$ cat src/core/cic_pkg.sv
/*
 * Constants for the core interrupt control block: register indices and
 * byte addresses, bit positions of the control register, reset values
 * and the layout of the event status and mask registers.
 * Assumes a 12-bit APB byte address with 32-bit aligned registers.
 */
package cic_pkg;

    localparam int CIC_AW = 12;

    // Offsets are word indices; the byte address is four times the index
    localparam logic [9:0] CIC_CTRL_IDX = 10'h00B;
    localparam logic [9:0] CIC_STAT_IDX = 10'h00C;
    localparam logic [9:0] CIC_MASK_IDX = 10'h00D;
    localparam logic [9:0] CIC_PORT_IDX = 10'h00E;

    localparam logic [CIC_AW-1:0] CIC_CTRL_ADDR = {CIC_CTRL_IDX, 2'b00};
    localparam logic [CIC_AW-1:0] CIC_STAT_ADDR = {CIC_STAT_IDX, 2'b00};
    localparam logic [CIC_AW-1:0] CIC_MASK_ADDR = {CIC_MASK_IDX, 2'b00};
    localparam logic [CIC_AW-1:0] CIC_PORT_ADDR = {CIC_PORT_IDX, 2'b00};

    // Control register bit positions
    localparam int CIC_GLOBAL_EN_BIT = 7;
    localparam int CIC_GROUP_EN_BIT = 6;
    localparam int CIC_TIMER_EN_BIT = 5;
    localparam int CIC_EXIE_BIT = 4;
    localparam int CIC_PCIE_BIT = 3;
    localparam int CIC_TIMER_FLAG_BIT = 2;
    localparam int CIC_EXIF_BIT = 1;
    localparam int CIC_PCIF_BIT = 0;

    localparam logic [7:0] CIC_CTRL_RESET = 8'h00;

    // Event status and mask layout
    localparam int CIC_EV_W = 3;
    localparam int CIC_EV_PORT = 0;
    localparam int CIC_EV_EXT = 1;
    localparam int CIC_EV_TIMER = 2;
    localparam logic [CIC_EV_W-1:0] CIC_EV_RESET = 3'h0;

    localparam int CIC_PORT_W = 4;
    localparam logic [CIC_PORT_W-1:0] CIC_PORT_RESET = 4'h0;

endpackage

$ cat src/core/cic_top.sv
/*
 * Core interrupt control register with its APB slave, the event flag
 * logic for timer-zero overflow, external pin and upper port change,
 * the request to the core, and a sticky status / mask pair that drives
 * one level interrupt line.
 * Assumes timer_zero_overflow is a one-cycle pulse from logic on pclk,
 * and that external_irq_pin and upper_port_pins come from pins. An external
 * pin already high when reset ends is not an edge; a high port pin is a change.
 */
`timescale 1ns/100ps

// Behaviour
// - Flags set regardless of any enable
// - All control bits readable and writable
// - Bit 7 globally allows or blocks the request to the core; the level irq ignores it
// - Bit 6 allows or blocks peripheral interrupts
// - Bit 5 enables timer-zero overflow interrupt
// - Bit 4 enables external pin interrupt
// - Bit 3 enables upper port change interrupt
// - Bit 2 set on timer overflow
// - Bit 1 set on external pin event
// - Bit 0 set on upper pin change
// - Mismatch persists until port read or pins return to the reference value
// - Peripheral interrupts need group enable too
module cic_top
    import cic_pkg::*;
(
    input wire logic pclk,
    input wire logic presetn,
    input wire logic psel,
    input wire logic penable,
    input wire logic pwrite,
    input wire logic [CIC_AW-1:0] paddr,
    input wire logic [31:0] pwdata,
    input wire logic [3:0] pstrb,
    output logic [31:0] prdata,
    output logic pready,
    output logic pslverr,
    input wire logic timer_zero_overflow,
    input wire logic external_irq_pin,
    input wire logic [CIC_PORT_W-1:0] upper_port_pins,
    input wire logic peripheral_irq,
    output logic core_irq_req,
    output logic irq
);

    logic [7:0] ctrl_q;
    logic [7:0] ctrl_d;
    logic [CIC_EV_W-1:0] stat_q;
    logic [CIC_EV_W-1:0] stat_d;
    logic [CIC_EV_W-1:0] mask_q;
    logic [31:0] rdata_q;
    logic slverr_q;
    logic ext_sync;
    logic ext_prev_q;
    logic ext_event;
    logic [CIC_PORT_W-1:0] port_sync;
    logic [CIC_PORT_W-1:0] port_seen;
    logic port_mismatch;
    logic port_read;
    logic setup;
    logic access;
    logic wr_ctrl;
    logic wr_stat;
    logic wr_mask;
    logic [2:0] flag_set;
    logic [CIC_EV_W-1:0] ev_set;
    logic timer_term;
    logic ext_term;
    logic port_term;
    logic periph_term;
    logic req_q;

    // Register select and bus qualifiers
    logic sel_ctrl;
    logic sel_stat;
    logic sel_mask;
    logic sel_port;
    logic wr_lane0;
    logic req_d;
    logic [2:0] ext_warm_q;
    logic unused_strb;

    // Unmapped offsets are refused with an error
    function automatic logic is_mapped(input logic [CIC_AW-1:0] a);
        logic hit;
        hit = 1'b0;
        if (a == CIC_CTRL_ADDR) begin
            hit = 1'b1;
        end else if (a == CIC_STAT_ADDR) begin
            hit = 1'b1;
        end else if (a == CIC_MASK_ADDR) begin
            hit = 1'b1;
        end else if (a == CIC_PORT_ADDR) begin
            hit = 1'b1;
        end
        return hit;
    endfunction

    // One-hot select, in the order port, mask, status, control; shared
    // by the write strobes and the read path
    function automatic logic [3:0] decode_sel(input logic [CIC_AW-1:0] a);
        logic [3:0] sel;
        sel = 4'h0;
        if (a == CIC_CTRL_ADDR) begin
            sel = 4'h1;
        end else if (a == CIC_STAT_ADDR) begin
            sel = 4'h2;
        end else if (a == CIC_MASK_ADDR) begin
            sel = 4'h4;
        end else if (a == CIC_PORT_ADDR) begin
            sel = 4'h8;
        end
        return sel;
    endfunction

    // Only the selected register reaches the bus; the rest reads as zero
    function automatic logic [31:0] read_word(
        input logic [3:0] sel,
        input logic [7:0] ctrl,
        input logic [CIC_EV_W-1:0] stat,
        input logic [CIC_EV_W-1:0] mask,
        input logic [CIC_PORT_W-1:0] port
    );
        logic [31:0] word;
        word = 32'h0000_0000;
        if (sel == 4'h1) begin
            word[7:0] = ctrl;
        end else if (sel == 4'h2) begin
            word[CIC_EV_W-1:0] = stat;
        end else if (sel == 4'h4) begin
            word[CIC_EV_W-1:0] = mask;
        end else if (sel == 4'h8) begin
            word[CIC_PORT_W-1:0] = port;
        end
        return word;
    endfunction

    // Hardware set is applied after the software update so it wins
    function automatic logic [7:0] merge_set(
        input logic [7:0] cur,
        input logic we,
        input logic [7:0] wval,
        input logic [7:0] set
    );
        logic [7:0] nxt;
        nxt = we ? wval : cur;
        return nxt | set;
    endfunction

    // Write-one-to-clear with the same set-wins ordering
    function automatic logic [CIC_EV_W-1:0] w1c_set(
        input logic [CIC_EV_W-1:0] cur,
        input logic we,
        input logic [CIC_EV_W-1:0] clr,
        input logic [CIC_EV_W-1:0] set
    );
        logic [CIC_EV_W-1:0] nxt;
        nxt = we ? (cur & ~clr) : cur;
        return nxt | set;
    endfunction

    // Pin inputs cross into pclk

    cic_sync #(
        .WIDTH(1)
    ) u_ext_sync (
        .pclk(pclk),
        .presetn(presetn),
        .async_in(external_irq_pin),
        .sync_out(ext_sync)
    );

    cic_sync #(
        .WIDTH(CIC_PORT_W)
    ) u_port_sync (
        .pclk(pclk),
        .presetn(presetn),
        .async_in(upper_port_pins),
        .sync_out(port_sync)
    );

    cic_port_watch u_port_watch (
        .pclk(pclk),
        .presetn(presetn),
        .pins_sync(port_sync),
        .port_read(port_read),
        .seen_q(port_seen),
        .mismatch(port_mismatch)
    );

    // External pin event: rising edge of the synchronised pin
    always_ff @(posedge pclk or negedge presetn) begin
        if (!presetn) begin
            ext_prev_q <= 1'b0;
        end else begin
            ext_prev_q <= ext_sync;
        end
    end

    // A pin already high at reset release is a level, not an edge, so
    // edges count only once the synchroniser and the history hold real
    // pin samples
    always_ff @(posedge pclk or negedge presetn) begin
        if (!presetn) begin
            ext_warm_q <= 3'h0;
        end else begin
            ext_warm_q <= {ext_warm_q[1:0], 1'b1};
        end
    end

    assign ext_event = ext_warm_q[2] && ext_sync && !ext_prev_q;

    // APB decode

    assign setup = psel && !penable;
    assign access = psel && penable;
    // Zero wait state: read data and error are prepared in setup
    assign pready = access;

    assign {sel_port, sel_mask, sel_stat, sel_ctrl} = decode_sel(paddr);
    // Byte 0 carries every bit; a write without it is dropped quietly
    assign wr_lane0 = access && pwrite && pstrb[0];
    assign wr_ctrl = wr_lane0 && sel_ctrl;
    assign wr_stat = wr_lane0 && sel_stat;
    assign wr_mask = wr_lane0 && sel_mask;
    assign port_read = access && !pwrite && sel_port;

    // Hardware sets of the control flags, independent of enables
    always_comb begin
        flag_set = 3'h0;
        flag_set[CIC_TIMER_FLAG_BIT] = timer_zero_overflow;
        flag_set[CIC_EXIF_BIT] = ext_event;
        // A live mismatch keeps setting the flag, so a clear only holds
        // once the port has been read or the pins are back at the reference value
        flag_set[CIC_PCIF_BIT] = port_mismatch;
    end

    always_comb begin
        ctrl_d = merge_set(ctrl_q, wr_ctrl, pwdata[7:0],
            {5'h00, flag_set});
    end

    // Enables and flags share one register and one write
    always_ff @(posedge pclk or negedge presetn) begin
        if (!presetn) begin
            ctrl_q <= CIC_CTRL_RESET;
        end else begin
            ctrl_q <= ctrl_d;
        end
    end

    // Request to the core

    assign timer_term = ctrl_q[CIC_TIMER_EN_BIT] &&
        ctrl_q[CIC_TIMER_FLAG_BIT];
    assign ext_term = ctrl_q[CIC_EXIE_BIT] &&
        ctrl_q[CIC_EXIF_BIT];
    assign port_term = ctrl_q[CIC_PCIE_BIT] &&
        ctrl_q[CIC_PCIF_BIT];
    assign periph_term = ctrl_q[CIC_GROUP_EN_BIT] &&
        peripheral_irq;

    // Group term carries its own enable; all terms share the global one
    always_comb begin
        req_d = timer_term || ext_term || port_term || periph_term;
        req_d = req_d && ctrl_q[CIC_GLOBAL_EN_BIT];
    end

    // Registered so the request is glitch free toward the core
    always_ff @(posedge pclk or negedge presetn) begin
        if (!presetn) begin
            req_q <= 1'b0;
        end else begin
            req_q <= req_d;
        end
    end

    assign core_irq_req = req_q;

    // Sticky event status, write one to clear

    always_comb begin
        ev_set = CIC_EV_RESET;
        // Marks a new mismatch once, not every cycle that it lasts
        ev_set[CIC_EV_PORT] = port_mismatch && !ctrl_q[CIC_PCIF_BIT];
        ev_set[CIC_EV_EXT] = ext_event;
        ev_set[CIC_EV_TIMER] = timer_zero_overflow;
        stat_d = w1c_set(stat_q, wr_stat, pwdata[CIC_EV_W-1:0], ev_set);
    end

    always_ff @(posedge pclk or negedge presetn) begin
        if (!presetn) begin
            stat_q <= CIC_EV_RESET;
        end else begin
            stat_q <= stat_d;
        end
    end

    // Mask has the status layout and gates only the level output
    always_ff @(posedge pclk or negedge presetn) begin
        if (!presetn) begin
            mask_q <= CIC_EV_RESET;
        end else if (wr_mask) begin
            mask_q <= pwdata[CIC_EV_W-1:0];
        end
    end

    // Level output: stays high until the bit is cleared or masked
    assign irq = |(stat_q & mask_q);

    // Read data and error, captured in the setup cycle

    always_ff @(posedge pclk or negedge presetn) begin
        if (!presetn) begin
            rdata_q <= 32'h0000_0000;
        end else if (setup && !pwrite) begin
            // Flag set in the setup cycle itself is included
            rdata_q <= read_word({sel_port, sel_mask, sel_stat, sel_ctrl},
                ctrl_d, stat_d, mask_q, port_sync);
        end
    end

    // Error follows the setup address and is shown only in access
    always_ff @(posedge pclk or negedge presetn) begin
        if (!presetn) begin
            slverr_q <= 1'b0;
        end else if (setup) begin
            slverr_q <= !is_mapped(paddr);
        end
    end

    assign prdata = rdata_q;
    assign pslverr = access && slverr_q;

    // Reference value is only observed through the mismatch
    logic unused_seen;
    assign unused_seen = |port_seen;

    // Upper byte lanes carry no register bits
    assign unused_strb = |pstrb[3:1];

endmodule

$ cat src/core/cic_sync.sv
/*
 * Two-stage synchroniser for a group of level inputs from pins.
 * Assumes the inputs are asynchronous to pclk; only the second stage
 * may be read by other logic.
 */
`timescale 1ns/100ps

module cic_sync #(
    parameter int WIDTH = 1
) (
    input wire logic pclk,
    input wire logic presetn,
    input wire logic [WIDTH-1:0] async_in,
    output logic [WIDTH-1:0] sync_out
);

    logic [WIDTH-1:0] meta_q;

    always_ff @(posedge pclk or negedge presetn) begin
        if (!presetn) begin
            meta_q <= '0;
            sync_out <= '0;
        end else begin
            meta_q <= async_in;
            sync_out <= meta_q;
        end
    end

endmodule

$ cat src/core/cic_port_watch.sv
/*
 * Change watcher for the upper port pins: keeps the value last read by
 * software and reports a mismatch against the live, synchronised pins.
 * Assumes port_read is a one-cycle pulse at the completing APB read.
 */
`timescale 1ns/100ps

module cic_port_watch
    import cic_pkg::*;
(
    input wire logic pclk,
    input wire logic presetn,
    input wire logic [CIC_PORT_W-1:0] pins_sync,
    input wire logic port_read,
    output logic [CIC_PORT_W-1:0] seen_q,
    output logic mismatch
);

    logic armed_q;

    // A mismatch ends when the port is read or when the pins return to the reference value
    always_ff @(posedge pclk or negedge presetn) begin
        if (!presetn) begin
            seen_q <= CIC_PORT_RESET;
        end else if (port_read || !armed_q) begin
            seen_q <= pins_sync;
        end
    end

    // Take the first sample, the synchroniser's reset zero, as reference; a pin high at reset is a change
    always_ff @(posedge pclk or negedge presetn) begin
        if (!presetn) begin
            armed_q <= 1'b0;
        end else begin
            armed_q <= 1'b1;
        end
    end

    assign mismatch = armed_q && (pins_sync != seen_q);

endmodule

$ cat config.mk
export PLATFORM = sky130hd
export DESIGN_NAME = cic_top
export DESIGN_NICKNAME = d
export VERILOG_FILES = /design/src/core/cic_pkg.sv /design/src/core/cic_top.sv /design/src/core/cic_sync.sv /design/src/core/cic_port_watch.sv
export SDC_FILE = /design/constraint.sdc
export NUM_CORES = 1
export LEC_CHECK = 0
export BUFFER_PORTS_ARGS = -buffer_cell sky130_fd_sc_hd__buf_2
export CAP_MARGIN = 20
export CORE_MARGIN = 4
export CORE_UTILIZATION = 49
export CTS_CLUSTER_DIAMETER = 120
export DETAILED_ROUTE_END_ITERATION = 10
export PLACE_DENSITY = 0.91
export SYNTH_ARGS = -nofsm -noshare
export SYNTH_HDL_FRONTEND = slang
export SYNTH_SLANG_ARGS = --single-unit
$ cat constraint.sdc
create_clock -name pclk -period 3.2 [get_ports pclk]
set_clock_uncertainty 0.05 [all_clocks]
set_input_delay 0.16 -clock pclk [delete_from_list [all_inputs] [get_ports pclk]]
set_output_delay 0.16 -clock pclk [all_outputs]
set_load 0.03 [all_outputs]
# Yosys cells after proc, flatten, opt, wreduce, memory -nomap -nowiden
# Cells that the tools add are included.
[totals] reg_bits=43
[classes] n_eq_ne=9 muxes=18 bitwise_logic=5 n_reduce_logical=31
[op_table] op="12-bit by 6-bit == test with 1-bit output, second input constant" n=4
[op_table] op="4-bit 2-to-1 mux" n=7
[op_table] op="1-bit logical AND" n=20
[op_table] op="3-bit 2-to-1 mux" n=3
[op_table] op="8-bit 2-to-1 mux" n=1
[op_table] op="8-bit by 3-bit OR with 8-bit output" n=1
[op_table] op="1-bit 2-to-1 mux" n=7
[op_table] op="3-bit AND" n=2
[op_table] op="1-bit zero test" n=6
[op_table] op="4-bit by 1-bit == test with 1-bit output, second input constant" n=1
[op_table] op="4-bit by 2-bit == test with 1-bit output, second input constant" n=1
[op_table] op="4-bit by 3-bit == test with 1-bit output, second input constant" n=1
[op_table] op="4-bit == test, second input constant" n=1
[op_table] op="1-bit logical OR" n=4
[op_table] op="4-bit inequality test" n=1
[op_table] op="3-bit inverter" n=1
[op_table] op="3-bit OR" n=1
[op_table] op="3-bit OR reduction" n=1

# Logic depth before layout (Yosys ltp)
[logic_depth] word_depth=10 depth_mapped=7

# Hierarchy
# Synthesis repeated with hierarchy kept, for this count alone.
[hier_totals] hier_cells=189 area_unflattened_um2=2100.8
[modules_own_cells] module="cic_top" n_inst=1 cells_per_inst=163 area_per_inst_um2=1624.1 seq_area_each_um2=700.7
[modules_own_cells] module="cic_port_watch" n_inst=1 cells_per_inst=16 area_per_inst_um2=226.5 seq_area_each_um2=125.1
[modules_own_cells] module="cic_sync at u_port_sync" n_inst=1 cells_per_inst=8 area_per_inst_um2=200.2 seq_area_each_um2=200.2
[modules_own_cells] module="cic_sync at u_ext_sync" n_inst=1 cells_per_inst=2 area_per_inst_um2=50.0 seq_area_each_um2=50.0

# Worst setup path before layout
# No wires, ideal clock.
[synth_timing] path_type="input port to flip-flop" startpoint="input port paddr[11]" endpoint="register rdata_q[3] (netlist: prdata[3])" setup_ns=0.123 t_arrival_ns=2.050 required_time_ns=3.027 path_slack_ns=0.977 cell_stages=7 path_buffers=2 cell_sequence="or4_1 buf_2 or4_4 buf_6 mux2_4 a221oi_2 nor2_1"
[synth_via] word_cells_on_any_way=19
[synth_lines] item="start, declared" line="cic_top.sv:33" source="input wire logic [CIC_AW-1:0] paddr,"
[synth_lines] item="12-bit by 6-bit == test with 1-bit output" line="cic_top.sv:109" source="end else if (a == CIC_MASK_ADDR) begin"
[synth_lines] item="4-bit 2-to-1 mux" line="cic_top.sv:109"
[synth_lines] item="4-bit 2-to-1 mux" line="cic_top.sv:107" source="end else if (a == CIC_STAT_ADDR) begin"
[synth_lines] item="4-bit 2-to-1 mux (*)" line="cic_top.sv:105" source="if (a == CIC_CTRL_ADDR) begin"
[synth_lines] item="1-bit logical AND (*)" line="cic_top.sv:224" source="assign wr_ctrl = wr_lane0 && sel_ctrl;"
[synth_lines] item="8-bit 2-to-1 mux (*)" line="cic_top.sv:147" source="nxt = we ? wval : cur;"
[synth_lines] item="8-bit by 3-bit OR with 8-bit output (*)" line="cic_top.sv:148" source="return nxt | set;"
[synth_lines] item="named net ctrl_d[3]" line="cic_top.sv:48" source="logic [7:0] ctrl_d;"
[synth_lines] item="4-bit 2-to-1 mux (*)" line="cic_top.sv:127" source="if (sel == 4'h1) begin"
[synth_lines] item="end signal, assigned" line="cic_top.sv:319" source="rdata_q <= read_word({sel_port, sel_mask, sel_stat, sel_ctrl},"
[synth_lines] item="end, declared" line="cic_top.sv:52" source="logic [31:0] rdata_q;"
# Mark *: on every way through the listed nets, which the timed path passes. The rest lies on a longest branch.
# A chain may end at the register's enable or synchronous reset.

# Worst setup path after layout
# Ends and elaborated chain as after synthesis.

==> results by group <==
Clock network
  • CTS tree: done
  • Maximum root-to-sink buffer count: 2
  • PostCTS Resize Cnt: 0
  • Root buffer cell: clkbuf_8
  • Setup Buffers After CTS: 0
  • H-tree depth: 2
  • Clk Latency, worst-skew pair: 0.29 ns
  • Clk pin slew, worst setup/hold paths: 0.08 ns
  • Clock sink count: 42
  • Num CTS Buffers: 5

Setup path
  • Worst Setup Path Type: in -> reg
  • Critical Path End Type: flip-flop
  • CP Launch Type: input port
  • Worst EP arrival: 2.18 ns
  • Crit-path max FO: 9
  • Cell family with most CP delay: simple AND/OR/NAND/NOR gates
  • Worst EP required: 3.33 ns
  • Number of stages on the worst setup path: 6
  • Worst-path cell chain: buf_2 -> or4_1 -> or4_4 -> mux2_4 -> a221oi_2 -> nor2_1
  • R2R depth: 5
  • Cell with the largest stage delay on the worst path: or4_4
  • CP peak stage delay: 0.67 ns
  • Buf+Inv Stages, Crit Path: 1

Finish
  • Nets: 289
  • Final Instance Area: 2290 µm²
  • Area added between synthesis and finish: 17.8%
  • Antenna Cells: 0
  • Share of post-route cells with drive strength above 1: 29.7%

STA
  • Period minus WS final: 2.05 ns
  • Worst slew margin: 39.6%
  • Unrepaired setup endpoints after global routing: false
  • Slew @ Worst Pin: 0.906 ns
  • Slew Viols, Final: 0
  • Setup TNS: 0 ns
  • Hold slack: 0.0624 ns
  • # setup viols final: 0
  • Max Fclk: 0.488 GHz
  • Final period util: 64.1%
  • Final hold vios: 0
  • Final WS setup: 1.15 ns

Die
  • Io pins: 96
  • Core area: 3740 µm²
  • Die H: 71.1 µm
  • Die Area: 5050 µm²
  • Initial Util: 52.0%
  • Rows: 22
  • Die W: 71.1 µm

Synthesis
  • Cell count after synthesis: 176
  • Syn. warnings: 0
  • Area share of the largest cell type after synthesis: 53.9%
  • Post-synth top flop: dfrtp_1
  • Ys async rst share: 100%
  • Cell variety after synth: 41
  • Yosys reg bits: 42
  • Number of synthesized flops with an enable pin: 0
  • Most frequent cell after synthesis: dfrtp_1
  • Cell taking the most area after synthesis: dfrtp_1
  • Area of the mapped netlist: 1950 µm²
  • Synth top cells by count: dfrtp_1, buf_4, nand2_1
  • Post-synthesis sequential area ratio: 53.9%
  • Mean post-synth cell area: 11.1 µm²
  • Synth area leaders: dfrtp_1, buf_4, mux2_2

Power
  • VDD IR max: 0.295 mV
  • Pwr Total: 1.13 mW
  • Leak: 1.13 nW
  • Pwr/cell area: 491 nW/µm²

Global routing
  • First-pass GRT wire length: 6070 µm
  • Grt total ovfl: 0
  • Pin count of the biggest net entering global routing: 43
  • Vias in the first global route: 1338
  • Antenna violations before repair: 0
  • Total GRT Usage: 15.5%

Detailed routing
  • DRT iter0 DRCs: 153
  • Vias/cell: 5.12
  • Routed Antenna Nets: 0
  • Vias post-DR: 1418
  • Residual DRC count: 0
  • Wire length per cell: 14.0 µm
  • Final wirelength: 3870 µm
  • Pre-antenna DRT Iters: 4

Place
  • Final GP Congestion: 0.917
  • Area after DPL: 2120 µm²
  • IO buf count: 44
  • DP HPWL: 2880 µm
  • Pre-CTS worst setup slack: 0.842 ns

Flow run
  • Max-cap violations: 0

Hold path
  • Worst min path class: in -> reg
  • Hold depth: 2

Status
  • Status: finished, final reports clean
-- worst register-to-register path, cell delays in order (launching register included) --
cell and delay [ns]:
dfrtp_1 0.42, xor2_1 0.15, o41ai_1 0.73, nor3_1 0.10
o21ai_0 0.17, a31oi_1 0.09
-- layout make-up --
class	instances	area, µm²
clock buffers	6	82.6
well taps	48	60.1
flip-flops and latches	42	1050
repair buffers	52	295
multi-input cells	125	764
clock inverters	1	30.0
inverters	3	11.3
fillers	315	1450
-- state kept, by name, indices dropped and copies added (netlist names), 3 cells and up --
signal	cells
u_port_watch.seen_q	4
ctrl_q	8
u_port_sync.sync_out	4
stat_q	3
prdata	8
u_port_sync.meta_q	4
mask_q	3
ext_warm_q	3
-- path summary, 6_finish.rpt --
check                                         from                     end  slack [ns]
setup / recovery                         paddr[11]               prdata[3]        1.15
hold reg to reg                      ext_warm_q[1]           ext_warm_q[2]        0.29
min in group asynchronous                  presetn               ctrl_q[7]        0.49
hold / removal                           pwdata[7]               ctrl_q[7]        0.06
max in group asynchronous                  presetn  u_port_watch.seen_q[0]        2.05
setup reg to reg           u_port_sync.sync_out[1]               prdata[0]        1.38
-- kinds of logic after synthesis --
kind of cell / share of synthesized area [%]
simple gates: 14.5
flops: 54.0
buf+inv: 11.2
compound gates: 10.1
mux: 7.58
xor+xnor: 2.25
other cells: 0.386
-- stage by stage --
stage | cells | util [%]
final | 277 | 61.3
after global routing | 277 | 61.3
after CTS | 277 | 61.3
after detailed placement | 264 | 56.7
after global placement | 264 | 56.7
after floorplan | 199 | -
-- placed cells by master, fill, tap and decap left out, types with 3 or more instances in the layout --
| master | instances |
|---|---|
| mux2_2 | 10 |
| buf_2 | 44 |
| inv_1 | 3 |
| conb_1 | 25 |
| nand3_1 | 5 |
| nor3_1 | 3 |
| clkbuf_8 | 6 |
| dfrtp_1 | 42 |
| or4_1 | 3 |
| o21ai_0 | 6 |
| nor2_1 | 8 |
| nand2_1 | 21 |
| nand3b_1 | 3 |
| xor2_1 | 4 |
| a21oi_1 | 5 |
| dlygate4sd3_1 | 6 |
-- metal layers --
| metal | global-route usage (%) | share of wire, % |
|---|---|---|
| met1 | 18.4 | 37 |
| met5 | 0 | 0 |
| met4 | 7.52 | 2.6 |
| met2 | 25.7 | 53 |
| met3 | 4.55 | 7.3 |
-- report_power, final --
part | internal [mW] | switching [mW]
Clock | 0.249 | 0.168
Sequential | 0.553 | 0.0120
Combinational | 0.0441 | 0.0998
-- what timing repair did --
item	4_1_cts	5_1_grt
hold buffers	6	0
endpoints found under the hold margin	47	0
setup endpoints to repair	0	0
(Power assumes the default switching activity.)
